**config.mk**
```make
export PLATFORM = sky130hd
export DESIGN_NAME = mape_motion_events
export DESIGN_NICKNAME = d
export VERILOG_FILES = /design/src/mape_pkg.sv /design/src/mape_motion_events.sv /design/src/mape_evt_route.sv
export SDC_FILE = /design/constraint.sdc
export NUM_CORES = 1
export LEC_CHECK = 0
export ABC_AREA = 1
export BUFFER_PORTS_ARGS = -buffer_cell sky130_fd_sc_hd__buf_2
export CAP_MARGIN = 20
export CORE_MARGIN = 1.5
export CORE_UTILIZATION = 55
export CTS_BUF_LIST = sky130_fd_sc_hd__clkbuf_2
export DETAILED_ROUTE_END_ITERATION = 12
export GPL_TIMING_DRIVEN = 1
export HOLD_SLACK_MARGIN = 0.06
export PLACE_DENSITY = 0.83
export SLEW_MARGIN = 25
export SYNTH_ARGS = -nofsm -noshare
export SYNTH_HDL_FRONTEND = slang
export SYNTH_SLANG_ARGS = --single-unit
```
**constraint.sdc**
```tcl
create_clock -name clk -period 17.2 [get_ports clk]
set_input_delay 3.44 -clock clk [delete_from_list [all_inputs] [get_ports clk]]
set_output_delay 3.44 -clock clk [all_outputs]
set_load 0.02 [all_outputs]
```
**src/mape_pkg.sv**
```systemverilog
// shared constants, types and carriers for the motion event block
package mape_pkg;
    // register offsets
    localparam logic [7:0] ADDR_MAG    = 8'h0c;
    localparam logic [7:0] ADDR_RATE   = 8'h20;
    localparam logic [7:0] ADDR_LATCH  = 8'h22;
    localparam logic [7:0] ADDR_PINA   = 8'h23;
    localparam logic [7:0] ADDR_PINB   = 8'h24;
    localparam logic [7:0] ADDR_FIFO   = 8'h25;
    localparam logic [7:0] ADDR_DEB    = 8'h2b;
    localparam logic [7:0] ADDR_WTHS   = 8'h33;
    localparam logic [7:0] ADDR_WDUR   = 8'h34;
    localparam logic [7:0] ADDR_WSRC   = 8'h38;
    localparam logic [7:0] ADDR_CNTL   = 8'h3a;
    localparam logic [7:0] ADDR_CNTH   = 8'h3b;
    localparam logic [7:0] ADDR_MINTHS = 8'h3c;
    localparam logic [7:0] ADDR_FSTAT  = 8'h3d;
    localparam logic [7:0] ADDR_DELTA  = 8'h3e;
    localparam logic [7:0] ADDR_FUNC   = 8'h3f;
    // field positions
    localparam int SLEEP_ON_BIT  = 6;
    localparam int LIR_BIT       = 0;
    localparam int WAKE_PIN_BIT  = 5;
    localparam int STEP_PIN_BIT  = 2;
    localparam int OVF_PIN_BIT   = 4;
    localparam int CLR_BIT       = 7;
    localparam int SCALE4_BIT    = 6;
    localparam int PED_EN_BIT    = 0;
    localparam int WSRC_SLEEP    = 4;
    localparam int WSRC_WAKE     = 3;
    // reset values
    localparam logic [7:0] DEB_RST  = 8'hed;
    localparam logic [7:0] ZERO_RST = 8'h00;
    // internal sleep rate code
    localparam logic [3:0] RATE_12HZ5 = 4'h1;
    // timing
    localparam int CLK_PS        = 4000;
    localparam int BASE_TICK_PS  = 100000000;
    localparam int BASE_TICK_CYC = BASE_TICK_PS / CLK_PS;
    localparam int PIN_PULSE_PS  = 60000000;
    localparam int PIN_PULSE_CYC = PIN_PULSE_PS / CLK_PS;
    localparam int ODR25_TICKS   = 400;
    localparam int DEB_LSB_TICKS = 800;
    localparam int DLT_LSB_TICKS = 16384;
    localparam int SLEEP_LSB_SMP = 512;
    // activity states
    typedef enum logic [0:0] {
        ST_ACT   = 1'b0,
        ST_INACT = 1'b1
    } mape_act_t;
    // register access request
    typedef struct packed {
        logic       wr;
        logic       rd;
        logic [7:0] addr;
        logic [7:0] wdata;
    } mape_reg_req_t;
    // one three-axis sample, signed
    typedef struct packed {
        logic [15:0] x;
        logic [15:0] y;
        logic [15:0] z;
    } mape_sample_t;
endpackage

```
**src/mape_motion_events.sv**
```systemverilog
// activity/inactivity and pedometer event logic with its registers
// Behaviour
// - activity function runs only with sleep enable
// - slope is sample difference divided by two
// - slope magnitude compared to 6-bit threshold
// - inactivity overrides rate with 12.5 Hz
// - inactivity time is field times 512 samples
// - inactivity raises no interrupt at all
// - one sample above threshold restores rate
// - wake interrupt delayed by 2-bit field
// - wake held one sample, routed to pin A
// - pedometer runs when enabled, magnitude readable
// - step interrupt, optional delta-time window
// - debounce steps before first step interrupt
// - debounce restarts after idle debounce time
// - adaptive threshold never below programmed floor
// - 16-bit step count in two bytes
// - count kept, cleared only by clear bit
// - overflow event routed to pin B
// - unlatched pin B interrupts are short pulses
// - latched request held until status read
// - latched but unrouted pulses status bit
// - step scale 2 g default, 4 g selectable
`timescale 1ns/10ps
module mape_motion_events
    import mape_pkg::*;
#(
    parameter int BASE_CYC  = BASE_TICK_CYC,
    parameter int PULSE_CYC = PIN_PULSE_CYC
) (
    // clock and reset
    input  wire logic          clk,
    input  wire logic          rst_n,
    // register access
    input  wire mape_reg_req_t reg_req,
    output logic [7:0]         reg_rdata,
    // acceleration samples
    input  wire logic          sample_valid,
    input  wire mape_sample_t  sample,
    // pins and rate
    output logic               interrupt_pin_a,
    output logic               interrupt_pin_b,
    output logic [3:0]         output_sample_rate,
    output logic               inactive_state_flag
);
    localparam int BW = $clog2(BASE_CYC);

    // ---- register file
    logic [7:0] rate_q, rate_d;     // rate and scale control
    logic [7:0] latch_q, latch_d;   // latch control
    logic [7:0] pina_q, pina_d;     // pin A routing
    logic [7:0] pinb_q, pinb_d;     // pin B routing
    logic [7:0] fifo_q, fifo_d;     // fifo and overflow routing
    logic [7:0] deb_q, deb_d;       // step debounce
    logic [7:0] wths_q, wths_d;     // wake threshold
    logic [7:0] wdur_q, wdur_d;     // wake and sleep duration
    logic [6:0] mint_q, mint_d;     // step floor and scale
    logic [7:0] dlt_q, dlt_d;       // delta-time window
    logic [7:0] func_q, func_d;     // embedded enables
    logic [7:0] rdat_q, rdat_d;     // read data
    logic       wr_any, clr_wr, stat_rd;
    logic       step_stat, ovf_stat, step_pin, ovf_pin;

    // ---- activity state
    mape_act_t    st_q, st_d;       // active or inactive
    logic [12:0]  sc_q, sc_d;       // quiet sample count
    mape_sample_t prev_q, prev_d;   // previous sample
    logic         wake_q, wake_d;   // wake interrupt level
    logic         wp_q, wp_d;       // wake pending
    logic [1:0]   wdl_q, wdl_d;     // wake delay left
    logic         over;             // any axis above threshold
    logic [15:0]  thr16;
    logic [13:0]  sleep_lim;

    // ---- pedometer state
    logic [BW-1:0] bc_q, bc_d;      // base tick prescaler
    logic [8:0]    t25c_q, t25c_d;  // 25 Hz divider
    logic [7:0]    mag_q, mag_d;    // acceleration magnitude
    logic [7:0]    sth_q, sth_d;    // adaptive step threshold
    logic          abv_q, abv_d;    // magnitude above threshold
    logic [14:0]   gap_q, gap_d;    // ticks since last step
    logic [2:0]    dbc_q, dbc_d;    // consecutive steps
    logic [15:0]   cnt_q, cnt_d;    // step count
    logic [21:0]   win_q, win_d;    // delta window ticks
    logic          ws_q, ws_d;      // step seen in window
    logic          tick, t25, step_raw, step_ok, step_evt, ovf_evt;
    logic [7:0]    mag_n, floor8;
    logic [17:0]   msum;
    logic          ped_en;

    // absolute slope of one axis
    function automatic logic [15:0] slope_mag(input logic [15:0] cur, input logic [15:0] prv);
        logic signed [16:0] d;
        logic signed [15:0] s;
        d = $signed({cur[15], cur}) - $signed({prv[15], prv});
        s = d[16:1];
        slope_mag = s[15] ? 16'(-s) : 16'(s);
    endfunction

    // absolute value of one sample axis
    function automatic logic [17:0] abs18(input logic [15:0] v);
        abs18 = v[15] ? 18'(-$signed(v)) : 18'(v);
    endfunction

    assign wr_any  = reg_req.wr;
    assign stat_rd = reg_req.rd && reg_req.addr == ADDR_FSTAT;
    assign clr_wr  = wr_any && reg_req.addr == ADDR_MINTHS && reg_req.wdata[CLR_BIT];
    assign ped_en  = func_q[PED_EN_BIT];

    // register writes and read mux
    always_comb begin
        rate_d  = rate_q;
        latch_d = latch_q;
        pina_d  = pina_q;
        pinb_d  = pinb_q;
        fifo_d  = fifo_q;
        deb_d   = deb_q;
        wths_d  = wths_q;
        wdur_d  = wdur_q;
        mint_d  = mint_q;
        dlt_d   = dlt_q;
        func_d  = func_q;
        rdat_d  = rdat_q;
        if (wr_any) begin
            case (reg_req.addr)
                ADDR_RATE:   rate_d  = reg_req.wdata;
                ADDR_LATCH:  latch_d = reg_req.wdata;
                ADDR_PINA:   pina_d  = reg_req.wdata;
                ADDR_PINB:   pinb_d  = reg_req.wdata;
                ADDR_FIFO:   fifo_d  = reg_req.wdata;
                ADDR_DEB:    deb_d   = reg_req.wdata;
                ADDR_WTHS:   wths_d  = reg_req.wdata;
                ADDR_WDUR:   wdur_d  = reg_req.wdata;
                ADDR_MINTHS: mint_d  = reg_req.wdata[6:0];
                ADDR_DELTA:  dlt_d   = reg_req.wdata;
                ADDR_FUNC:   func_d  = reg_req.wdata;
                default:     rdat_d  = rdat_q;
            endcase
        end
        // read data taken on the read strobe
        if (reg_req.rd) begin
            case (reg_req.addr)
                ADDR_MAG:    rdat_d = ped_en ? mag_q : 8'h00;
                ADDR_RATE:   rdat_d = rate_q;
                ADDR_LATCH:  rdat_d = latch_q;
                ADDR_PINA:   rdat_d = pina_q;
                ADDR_PINB:   rdat_d = pinb_q;
                ADDR_FIFO:   rdat_d = fifo_q;
                ADDR_DEB:    rdat_d = deb_q;
                ADDR_WTHS:   rdat_d = wths_q;
                ADDR_WDUR:   rdat_d = wdur_q;
                ADDR_WSRC:   rdat_d = {3'h0, st_q == ST_INACT, wake_q, 3'h0};
                ADDR_CNTL:   rdat_d = cnt_q[7:0];
                ADDR_CNTH:   rdat_d = cnt_q[15:8];
                ADDR_MINTHS: rdat_d = {1'b0, mint_q};
                ADDR_FSTAT:  rdat_d = {6'h00, ovf_stat, step_stat};
                ADDR_DELTA:  rdat_d = dlt_q;
                ADDR_FUNC:   rdat_d = func_q;
                default:     rdat_d = 8'h00;
            endcase
        end
    end

    // register file flops
    always_ff @(posedge clk or negedge rst_n) begin
        if (!rst_n) begin
            rate_q  <= ZERO_RST;
            latch_q <= ZERO_RST;
            pina_q  <= ZERO_RST;
            pinb_q  <= ZERO_RST;
            fifo_q  <= ZERO_RST;
            deb_q   <= DEB_RST;
            wths_q  <= ZERO_RST;
            wdur_q  <= ZERO_RST;
            mint_q  <= 7'h00;
            dlt_q   <= ZERO_RST;
            func_q  <= ZERO_RST;
            rdat_q  <= ZERO_RST;
        end else begin
            rate_q  <= rate_d;
            latch_q <= latch_d;
            pina_q  <= pina_d;
            pinb_q  <= pinb_d;
            fifo_q  <= fifo_d;
            deb_q   <= deb_d;
            wths_q  <= wths_d;
            wdur_q  <= wdur_d;
            mint_q  <= mint_d;
            dlt_q   <= dlt_d;
            func_q  <= func_d;
            rdat_q  <= rdat_d;
        end
    end

    // threshold, one LSB is 1/64 of full scale
    assign thr16     = {1'b0, wths_q[5:0], 9'h000};
    assign sleep_lim = 14'(wdur_q[3:0]) * 14'(SLEEP_LSB_SMP);
    assign over = (slope_mag(sample.x, prev_q.x) > thr16)
                | (slope_mag(sample.y, prev_q.y) > thr16)
                | (slope_mag(sample.z, prev_q.z) > thr16);

    // activity, inactivity and wake timing per sample
    always_comb begin
        st_d   = st_q;
        sc_d   = sc_q;
        prev_d = prev_q;
        wake_d = wake_q;
        wp_d   = wp_q;
        wdl_d  = wdl_q;
        if (sample_valid) begin
            prev_d = sample;
            wake_d = 1'b0;
            if (wp_q) begin
                // delayed wake counts down one per sample
                if (wdl_q == 2'h1) begin
                    wake_d = 1'b1;
                    wp_d   = 1'b0;
                end else begin
                    wdl_d = wdl_q - 2'h1;
                end
            end
            if (!wths_q[SLEEP_ON_BIT]) begin
                st_d = ST_ACT;
                sc_d = 13'h0000;
                wp_d = 1'b0;
            end else if (over) begin
                st_d = ST_ACT;
                sc_d = 13'h0000;
                if (wdur_q[6:5] == 2'h0) begin
                    wake_d = 1'b1;
                end else begin
                    wp_d  = 1'b1;
                    wdl_d = wdur_q[6:5];
                end
            end else if (st_q == ST_ACT) begin
                // quiet sample; enter inactivity silently
                if (14'(sc_q) + 14'h0001 >= sleep_lim) begin
                    st_d = ST_INACT;
                    sc_d = 13'h0000;
                end else begin
                    sc_d = sc_q + 13'h0001;
                end
            end
        end
    end

    // activity flops
    always_ff @(posedge clk or negedge rst_n) begin
        if (!rst_n) begin
            st_q   <= ST_ACT;
            sc_q   <= 13'h0000;
            prev_q <= '0;
            wake_q <= 1'b0;
            wp_q   <= 1'b0;
            wdl_q  <= 2'h0;
        end else begin
            st_q   <= st_d;
            sc_q   <= sc_d;
            prev_q <= prev_d;
            wake_q <= wake_d;
            wp_q   <= wp_d;
            wdl_q  <= wdl_d;
        end
    end

    // fixed 25 Hz pedometer timebase
    assign tick   = bc_q == BW'(BASE_CYC - 1);
    assign t25    = tick && t25c_q == 9'(ODR25_TICKS - 1);
    assign msum   = abs18(prev_q.x) + abs18(prev_q.y) + abs18(prev_q.z);
    assign floor8 = {mint_q[5:0], 2'h0};
    // magnitude at 2 g or 4 g step scale
    always_comb begin
        if (mint_q[SCALE4_BIT]) begin
            mag_n = (msum[17] != 1'b0) ? 8'hff : msum[16:9];
        end else begin
            mag_n = (msum[17:16] != 2'h0) ? 8'hff : msum[15:8];
        end
    end
    assign step_raw = t25 && ped_en && mag_n > sth_q && !abv_q;
    assign step_ok  = step_raw && 4'(dbc_q) + 4'h1 >= 4'(deb_q[7:5]);
    assign ovf_evt  = step_ok && !clr_wr && cnt_q == 16'hffff;

    // step detection, debounce, count and window
    always_comb begin
        bc_d     = tick ? '0 : bc_q + BW'(1);
        t25c_d   = t25 ? 9'h000 : (tick ? t25c_q + 9'h001 : t25c_q);
        mag_d    = mag_q;
        sth_d    = sth_q;
        abv_d    = abv_q;
        gap_d    = gap_q;
        dbc_d    = dbc_q;
        win_d    = win_q;
        ws_d     = ws_q;
        step_evt = 1'b0;
        cnt_d    = clr_wr ? 16'h0000 : cnt_q;
        if (step_ok) begin
            cnt_d = cnt_d + 16'h0001;
        end
        if (!ped_en) begin
            sth_d = floor8;
            abv_d = 1'b0;
            dbc_d = 3'h0;
            win_d = 22'h00_0000;
            ws_d  = 1'b0;
        end else begin
            if (t25) begin
                mag_d = mag_n;
                abv_d = mag_n > sth_q;
                if (step_raw) begin
                    sth_d = (mag_n > floor8) ? mag_n : floor8;
                end else if (sth_q > floor8) begin
                    sth_d = sth_q - 8'h01;
                end else begin
                    sth_d = floor8;
                end
            end
            if (step_raw) begin
                gap_d = 15'h0000;
                dbc_d = (dbc_q == 3'h7) ? dbc_q : dbc_q + 3'h1;
            end else begin
                if (tick && gap_q != 15'h7fff) begin
                    gap_d = gap_q + 15'h0001;
                end
                if (gap_q >= 15'(deb_q[4:0]) * 15'(DEB_LSB_TICKS)) begin
                    dbc_d = 3'h0;
                end
            end
            if (dlt_q == 8'h00) begin
                step_evt = step_ok;
            end else if (tick && 22'(win_q) + 22'h00_0001
                         >= 22'(dlt_q) * 22'(DLT_LSB_TICKS)) begin
                step_evt = ws_q | step_ok;
                win_d    = 22'h00_0000;
                ws_d     = 1'b0;
            end else begin
                win_d = tick ? win_q + 22'h00_0001 : win_q;
                ws_d  = ws_q | step_ok;
            end
        end
    end

    // pedometer flops
    always_ff @(posedge clk or negedge rst_n) begin
        if (!rst_n) begin
            bc_q   <= '0;
            t25c_q <= 9'h000;
            mag_q  <= 8'h00;
            sth_q  <= 8'h00;
            abv_q  <= 1'b0;
            gap_q  <= 15'h0000;
            dbc_q  <= 3'h0;
            cnt_q  <= 16'h0000;
            win_q  <= 22'h00_0000;
            ws_q   <= 1'b0;
        end else begin
            bc_q   <= bc_d;
            t25c_q <= t25c_d;
            mag_q  <= mag_d;
            sth_q  <= sth_d;
            abv_q  <= abv_d;
            gap_q  <= gap_d;
            dbc_q  <= dbc_d;
            cnt_q  <= cnt_d;
            win_q  <= win_d;
            ws_q   <= ws_d;
        end
    end

    // step interrupt shaping
    mape_evt_route #(.PULSE_CYC(PULSE_CYC), .HOLD_TICKS(ODR25_TICKS)) u_step (
        .clk      (clk),
        .rst_n    (rst_n),
        .evt      (step_evt),
        .routed   (pinb_q[STEP_PIN_BIT]),
        .latch_en (latch_q[LIR_BIT]),
        .clr_rd   (stat_rd),
        .tick     (tick),
        .pin      (step_pin),
        .status   (step_stat)
    );

    // overflow interrupt shaping
    mape_evt_route #(.PULSE_CYC(PULSE_CYC), .HOLD_TICKS(ODR25_TICKS)) u_ovf (
        .clk      (clk),
        .rst_n    (rst_n),
        .evt      (ovf_evt),
        .routed   (fifo_q[OVF_PIN_BIT]),
        .latch_en (latch_q[LIR_BIT]),
        .clr_rd   (stat_rd),
        .tick     (tick),
        .pin      (ovf_pin),
        .status   (ovf_stat)
    );

    // outputs; sleep state never reaches a pin
    assign interrupt_pin_a     = wake_q & pina_q[WAKE_PIN_BIT];
    assign interrupt_pin_b     = step_pin | ovf_pin;
    assign output_sample_rate  = (st_q == ST_INACT) ? RATE_12HZ5 : rate_q[7:4];
    assign inactive_state_flag = st_q == ST_INACT;
    assign reg_rdata           = rdat_q;
endmodule

```
**src/mape_evt_route.sv**
```systemverilog
// pin and status shaping of one pedometer event
`timescale 1ns/10ps
module mape_evt_route
    import mape_pkg::*;
#(
    parameter int PULSE_CYC  = PIN_PULSE_CYC,
    parameter int HOLD_TICKS = ODR25_TICKS
) (
    // clock and reset
    input  wire logic clk,
    input  wire logic rst_n,
    // event and configuration
    input  wire logic evt,
    input  wire logic routed,
    input  wire logic latch_en,
    input  wire logic clr_rd,
    input  wire logic tick,
    // shaped outputs
    output logic      pin,
    output logic      status
);
    localparam int PW = $clog2(PULSE_CYC + 1);
    localparam int SW = $clog2(HOLD_TICKS + 1);
    logic          held_q, held_d;   // latched request
    logic [PW-1:0] pcnt_q, pcnt_d;   // pin pulse length
    logic [SW-1:0] scnt_q, scnt_d;   // status pulse length
    logic          lmode;            // latched and routed

    // next state of the three shapers
    always_comb begin
        lmode  = latch_en & routed;
        held_d = held_q;
        pcnt_d = pcnt_q;
        scnt_d = scnt_q;
        // a status read clears, a new event wins
        if (clr_rd) begin
            held_d = 1'b0;
        end
        if (evt && lmode) begin
            held_d = 1'b1;
        end
        // short pin pulse when not latched
        if (pcnt_q != '0) begin
            pcnt_d = pcnt_q - PW'(1);
        end
        if (evt && routed && !latch_en) begin
            pcnt_d = PW'(PULSE_CYC);
        end
        // status bit pulses one 25 Hz period
        if (tick && scnt_q != '0) begin
            scnt_d = scnt_q - SW'(1);
        end
        if (evt && !lmode) begin
            scnt_d = SW'(HOLD_TICKS);
        end
    end

    // registers
    always_ff @(posedge clk or negedge rst_n) begin
        if (!rst_n) begin
            held_q <= 1'b0;
            pcnt_q <= '0;
            scnt_q <= '0;
        end else begin
            held_q <= held_d;
            pcnt_q <= pcnt_d;
            scnt_q <= scnt_d;
        end
    end

    assign pin    = held_q | (pcnt_q != '0);
    assign status = held_q | (scnt_q != '0);
endmodule

```
**Yosys cells after proc, flatten, opt, wreduce, memory -nomap -nowiden**

Index checks and enable logic that the tools add are counted.
W data, S select, Z words.

- Bitwise gates (word level): 11
- Magnitude comparators: 10
- Reduce and logical (&&, ||, !) cells: 58
- Add/subtract/negate cells: 26
- Muxes and demuxes: 74
- $mul: 1
- Equality and inequality tests: 28

Operators with widths:

| kind | number |
|---|---|
| $pmux W8 S16 | 1 |
| $eq A8 B6 Y1 const B | 15 |
| $mux W22 | 4 |
| $mux W16 | 5 |
| $mux W8 | 9 |
| $mux W14 | 4 |
| $mux W18 | 3 |
| $mux W9 | 6 |
| $neg A16 Y18 | 3 |
| $mux W13 | 4 |
| $sub A16 B16 Y17 | 3 |
| $gt A16 B15 Y1 | 3 |
| $neg A16 Y16 | 3 |
| $mux W15 | 3 |
| $add A18 B18 Y18 | 2 |
| $reduce_and A2 Y1 | 16 |
| $add A15 B1 Y15 const B | 2 |
| $reduce_bool A14 Y1 | 2 |
| $sub A14 B1 Y14 const B | 2 |
| $mux W1 | 25 |
| $gt A8 B8 Y1 | 3 |
| $add A22 B1 Y22 const B | 1 |
| $ge A22 B22 Y1 | 1 |
| $logic_and A1 B1 Y1 | 22 |
| 35 further kinds | 66 |

- Output and inout port bits: 15
- Register bits: 307

**Longest topological paths before layout**

- Depth after elaboration: 18
- Depth in mapped cells: 42
- Gate-level depth less buffers: 41

**Hierarchy**

From an unflattened synthesis, not the netlist that was laid out.

- Cell total of the unflattened synthesis: 3404
- Area total of the unflattened synthesis: 24034.3 µm²

By module, submodules not included:

| module | area each (µm²) | cells an instance | sequential area each (µm²) | times used |
|---|---|---|---|---|
| mape_motion_events | 21048.9 | 2986 | 6488.7 | 1 |
| mape_evt_route | 1492.7 | 209 | 600.6 | 2 |

**Least setup slack after synthesis**

Ideal clock, no wire load.

- Path kind: in2reg
- From: input port sample[32] in the netlist's numbering
- To: register sc_q[7]
- Stages on the path: 27
- Arrival time: 6880 ps
- Path buffers: 1
- Path slack: 10246 ps
- Cell sequence: inv_1 nand2_1 fa_1 xnor2_1 ha_1 nand2_1 nor2_1 nand3_1 nor2_1 nand2_1 o21ai_0 a31oi_1 xor2_1 ha_1 nand3_1 nor3_1 nand2_1 nor2_1 nand3_1 nor2_1 nor2_1 nor2_2 nand2_4 nor2_4 nand3_2 buf_6 o21ai_2

- Longest elaborated chain between the ends: 8
- Elaborated cells between the ends (all ways): 10
- Those cells by class: add/sub: 2; order compare: 1; eq/ne: 1; mux: 3; bitwise: 2; reduce/logical: 1

Ends and longest elaborated chain:

| element | RTL line | text |
|---|---|---|
| from (decl) | mape_motion_events.sv:39 | `input wire mape_sample_t sample,` |
| $sub A16 B16 Y17 (*) | mape_motion_events.sv:95 | `d = $signed({cur[15], cur}) - $signed({prv[15], prv});` |
| $neg A16 Y16 | mape_motion_events.sv:97 | `slope_mag = s[15] ? 16'(-s) : 16'(s);` |
| $mux W16 (*) | mape_motion_events.sv:97 |  |
| $gt A16 B15 Y1 (*) | mape_motion_events.sv:198 | `assign over = (slope_mag(sample.x, prev_q.x) > thr16)` |
| $or A1 B1 Y1 (*) | mape_motion_events.sv:199 | `\| (slope_mag(sample.y, prev_q.y) > thr16)` |
| $or A1 B1 Y1 (*) | mape_motion_events.sv:200 | `\| (slope_mag(sample.z, prev_q.z) > thr16);` |
| $ne A3 B2 Y1 (no source line) / $mux W13 (equally long branches) | n/a |  |
| $reduce_and A2 Y1 (no source line) / $mux W13 (equally long branches) | n/a |  |
| to (signal assigned) | mape_motion_events.sv:251 | `sc_q <= 13'h0000;` |
| to (signal assigned) | mape_motion_events.sv:258 | `sc_q <= sc_d;` |
| to (decl) | mape_motion_events.sv:66 | `logic [12:0] sc_q, sc_d;` |

Every way passes the cells marked *; elsewhere a longest branch is shown, timed or not.
A chain may end at the register's enable or synchronous reset.

**Worst setup path after layout**

- From: register prev_q[17] in the netlist's numbering
- To: register u_ovf.pcnt_q[13]

- Longest elaborated chain between the ends: 16
- Elaborated cells between the ends (all ways): 18
- Those cells by class: add/sub: 3; order compare: 1; mux: 5; reduce/logical: 9

Ends and longest elaborated chain:

| element | RTL line | text |
|---|---|---|
| from (decl) | mape_motion_events.sv:67 | `mape_sample_t prev_q, prev_d;` |
| from (signal assigned) | mape_motion_events.sv:259 | `prev_q <= prev_d;` |
| $neg A16 Y18 | mape_motion_events.sv:102 | `abs18 = v[15] ? 18'(-$signed(v)) : 18'(v);` |
| $mux W18 (*) | mape_motion_events.sv:102 |  |
| $add A18 B18 Y18 (*) (2 in a row) | mape_motion_events.sv:269 | `assign msum = abs18(prev_q.x) + abs18(prev_q.y) + abs18(prev_q.z);` |
| $reduce_bool A2 Y1 | mape_motion_events.sv:276 | `mag_n = (msum[17:16] != 2'h0) ? 8'hff : msum[15:8];` |
| $mux W8 | mape_motion_events.sv:276 |  |
| $mux W8 (*) | mape_motion_events.sv:273 | `if (mint_q[SCALE4_BIT]) begin` |
| named net mag_n[2] | mape_motion_events.sv:87 | `logic [7:0] mag_n, floor8;` |
| $gt A8 B8 Y1 (*) | mape_motion_events.sv:279 | `assign step_raw = t25 && ped_en && mag_n > sth_q && !abv_q;` |
| $logic_and A1 B1 Y1 (*) (2 in a row) | mape_motion_events.sv:279 |  |
| $logic_and A1 B1 Y1 (*) | mape_motion_events.sv:280 | `assign step_ok = step_raw && 4'(dbc_q) + 4'h1 >= 4'(deb_q[7:5]);` |
| $logic_and A1 B1 Y1 (*) (2 in a row) | mape_motion_events.sv:281 | `assign ovf_evt = step_ok && !clr_wr && cnt_q == 16'hffff;` |
| $logic_and A1 B1 Y1 (*) (2 in a row) | mape_evt_route.sv:46 | `if (evt && routed && !latch_en) begin` |
| $mux W14 / $reduce_bool A2 Y1 (equally long branches) | n/a |  |
| to (signal assigned) | mape_evt_route.sv:66 | `pcnt_q <= pcnt_d;` |
| to (decl) | mape_evt_route.sv:25 | `logic [PW-1:0] pcnt_q, pcnt_d;` |

The timed path passes the listed nets; every way through them passes the cells marked *.

==> reports/metrics.yaml <==
clock_latency_ps: 1020
dp_cells: 3844
synth_top_family_by_area: "simple AND/OR/NAND/NOR gates"
fin_skew_ps: 49.7
yosys.area_share.simple_pct: 27.8
slew_headroom_pct: 37.8
rsz0062_at_grt: "false"
worst_pin_slew_ps: 910
maxSlewViolCount: 0
cts-buffers-inserted: 82
crit_fanout: 12
timing.final.crit_share_pct: 43.4
synthMuxAreaShare_pct: 0
antenna_found_initial: 3
ys_ff_latch: 307
nets: 3643
overflow: 0
core_um2: 41900
status: "finished, final reports clean"
synthFlopType: "dfrtp_1"
async_flop_share_pct: 100
routed_wl_um: 60200
synth_fa_ha_area_share_pct: 10.5
r2r-start: "prev_q[17]"
tns_ps: 0
grt_pass1_vias: 21120
via_per_inst: 5.56
port_buffers: 83
synth_compound_area_share_pct: 13.2
postCtsSetupBuffers: 0
die-area_um2: 43600
final_common_cell: "nand2_1"
start_util_pct: 55.6
routabilityCongestion: 0.965
critical_path_required_ps: 18120
max_cap_violations: 0
leakage_nw: 13.0
drtIter0Drc: 1891
setup_viol: 0
seq_area_frac_synth_pct: 33.0
dp_hpwl_um: 46100
utilization_pct: 59.7
cts_tree: "yes"
routedWlPerCell_um: 15.1
postCtsHoldBufs: 0
fin_area_um2: 25000
cts-resized-gates: 0
synth_edf_count: 0
ir_drop_mv: 0.0589
fin_cells: 3995
grt_use_total_pct: 28.0
ys_warn_count: 0
ios: 84
drc: 0
cpPeakStageDelay_ps: 510
die_w_um: 209
hold_viol_final: 0
start_kind: "flop"
fmax_mhz: 134
syn_area_um2: 23300
post-route-min-period_ps: 7470
criticalPathCategory: "reg -> reg"
cp-end-kind: "flop"
crit_start: "prev_q[17]"
first_pass_iters: 6
ys_types: 58
die_h_um: 209
grt_max_degree: 124
place_area_um2: 24200
area_delta_synth_final_pct: 7.26
clkTransAtPathRegs_ps: 100
detail-route-antenna-nets: 0
synth_area_per_cell_um2: 7.13
grt_pass1_wl_um: 101000
cts_root_buf: "clkbuf_2"
final.fill_count: 3880
synth_xor_area_share_pct: 5.83
drive_above_1_share_pct: 8.00
slowest_stage: "fa_1"
worstHoldStart: "bc_q[0]"
arrival_ps: 8390
vias: 22214
clk_path_buf_depth: 3
postSynthCellCount: 3266
clock_sink_count: 307
final_cell_mix: "nand2_1, inv_1, dfrtp_1, nor2_1, o21ai_0"
cts_max_level: 3
worstHoldPathType: "reg -> reg"
holdWs_ps: 464
power.density_nw_per_um2: 84.7
placementRows: 75
synthesized netlist by cell type, types with 3 or more instances:
library cell    n  area share [%]
o21bai_1        5            0.16
nor3_1         68             1.5
a2111oi_0       5            0.19
nand3b_1       23            0.74
nand2_2        10            0.27
nor2_1        272             4.4
buf_6           3            0.15
a21oi_1       114             2.5
o21ai_2        11            0.41
fa_1           20             1.7
nand3_1       210             4.5
nor2_4          3            0.15
dfstp_2         6            0.68
clkbuf_1       42            0.68
a32o_1          5            0.21
o22ai_1        41             1.1
a221oi_1       19            0.71
buf_4           3           0.097
dfrtp_1       301              32
buf_2           4           0.086
o21a_1          6            0.19
or3_1           3           0.081
a21o_1          9            0.29
inv_2           4           0.064
ha_1          164             8.8
o21ai_0       260             5.6
xor2_1        127             4.8
xnor2_1        28             1.1
nand4_1        59             1.6
o211ai_1       17            0.55
a31oi_1        15            0.40
o31ai_1        10            0.32
and3_1          4            0.11
nor4_1         27            0.73
a211oi_1        8            0.26
clkinv_1        6           0.097
or2_2          10            0.27
nand2_1       795              13
inv_1         523             8.4
worst max-delay path: cells and delay by family, from the launching register on:
kind	cells	cell delay, ps
DFF	1	390
buffers and inverters	8	860
and+or+nand+nor	15	2770
xor gates and xnor gates	1	150
AOI/OAI and AO/OA	8	1900
adders and majority gates	4	1330
kinds of logic (layout without fill, tap and decap cells):
logic type / Yosys count / count (layout)
flip-flops: 307 / 307
adder cells (fa/ha/maj): 184 / 184
XOR/XNOR: 155 / 155
buffers and inverters: 586 / 770
other: 1 / 7
AO/OA/AOI/OAI: 534 / 534
AND/OR/NAND/NOR: 1499 / 1499
worst paths after layout:
kind | end | slack, ps | cells past startpoint
setup / recovery | u_ovf.pcnt_q[13] | 9730 | 36
hold / removal | bc_q[0] | 460 | 1
setup reg to reg | u_ovf.pcnt_q[13] | 9730 | 36
hold reg to reg | bc_q[0] | 460 | 1
max in group asynchronous | gap_q[10] | 12990 | 3
min in group asynchronous | u_ovf.pcnt_q[0] | 2290 | 1
report_power, final:
group | total, mW | internal (mW) | switching [mW] | leakage (nW)
sequential | 0.773 | 0.748 | 0.0253 | 3.83
clock | 0.522 | 0.198 | 0.324 | 0.562
combinational | 0.820 | 0.286 | 0.533 | 8.57
flip-flops by register name, indices dropped and copies added, names as in the netlist, 9 cells and up:
name and flops:
u_step.scnt_q 9, cnt_q 16, win_q 22, prev_q 48, u_ovf.pcnt_q 14, bc_q 15
u_ovf.scnt_q 9, sc_q 13, u_step.pcnt_q 14, t25c_q 9, gap_q 15
layout make-up:
class | instances | area [um2] | share of cell area [%]
clock inverters | 30 | 150 | 0.601
clock buffers | 116 | 581 | 2.32
multi-input cells | 2375 | 13400 | 53.5
diodes | 4 | 10.0 | 0.0401
flip-flops and latches | 307 | 7690 | 30.8
repair buffers | 91 | 505 | 2.02
inverters | 533 | 2000 | 8.01
well taps | 539 | 674 | 2.70
per-layer routing:
metal,track usage (%),wire [um]
met3,4.79,3880
met4,14.7,3150
met5,0,0
met1,36.2,26300
met2,45.0,26900
through the flow:
stage	worst slack, ps	power, mW
after floorplan	10250	1.39
after global placement	9560	1.57
after detailed placement	9360	1.59
after CTS	9850	2.12
after global routing	8770	2.29
final	9730	2.12
(Power assumes the default switching activity.)
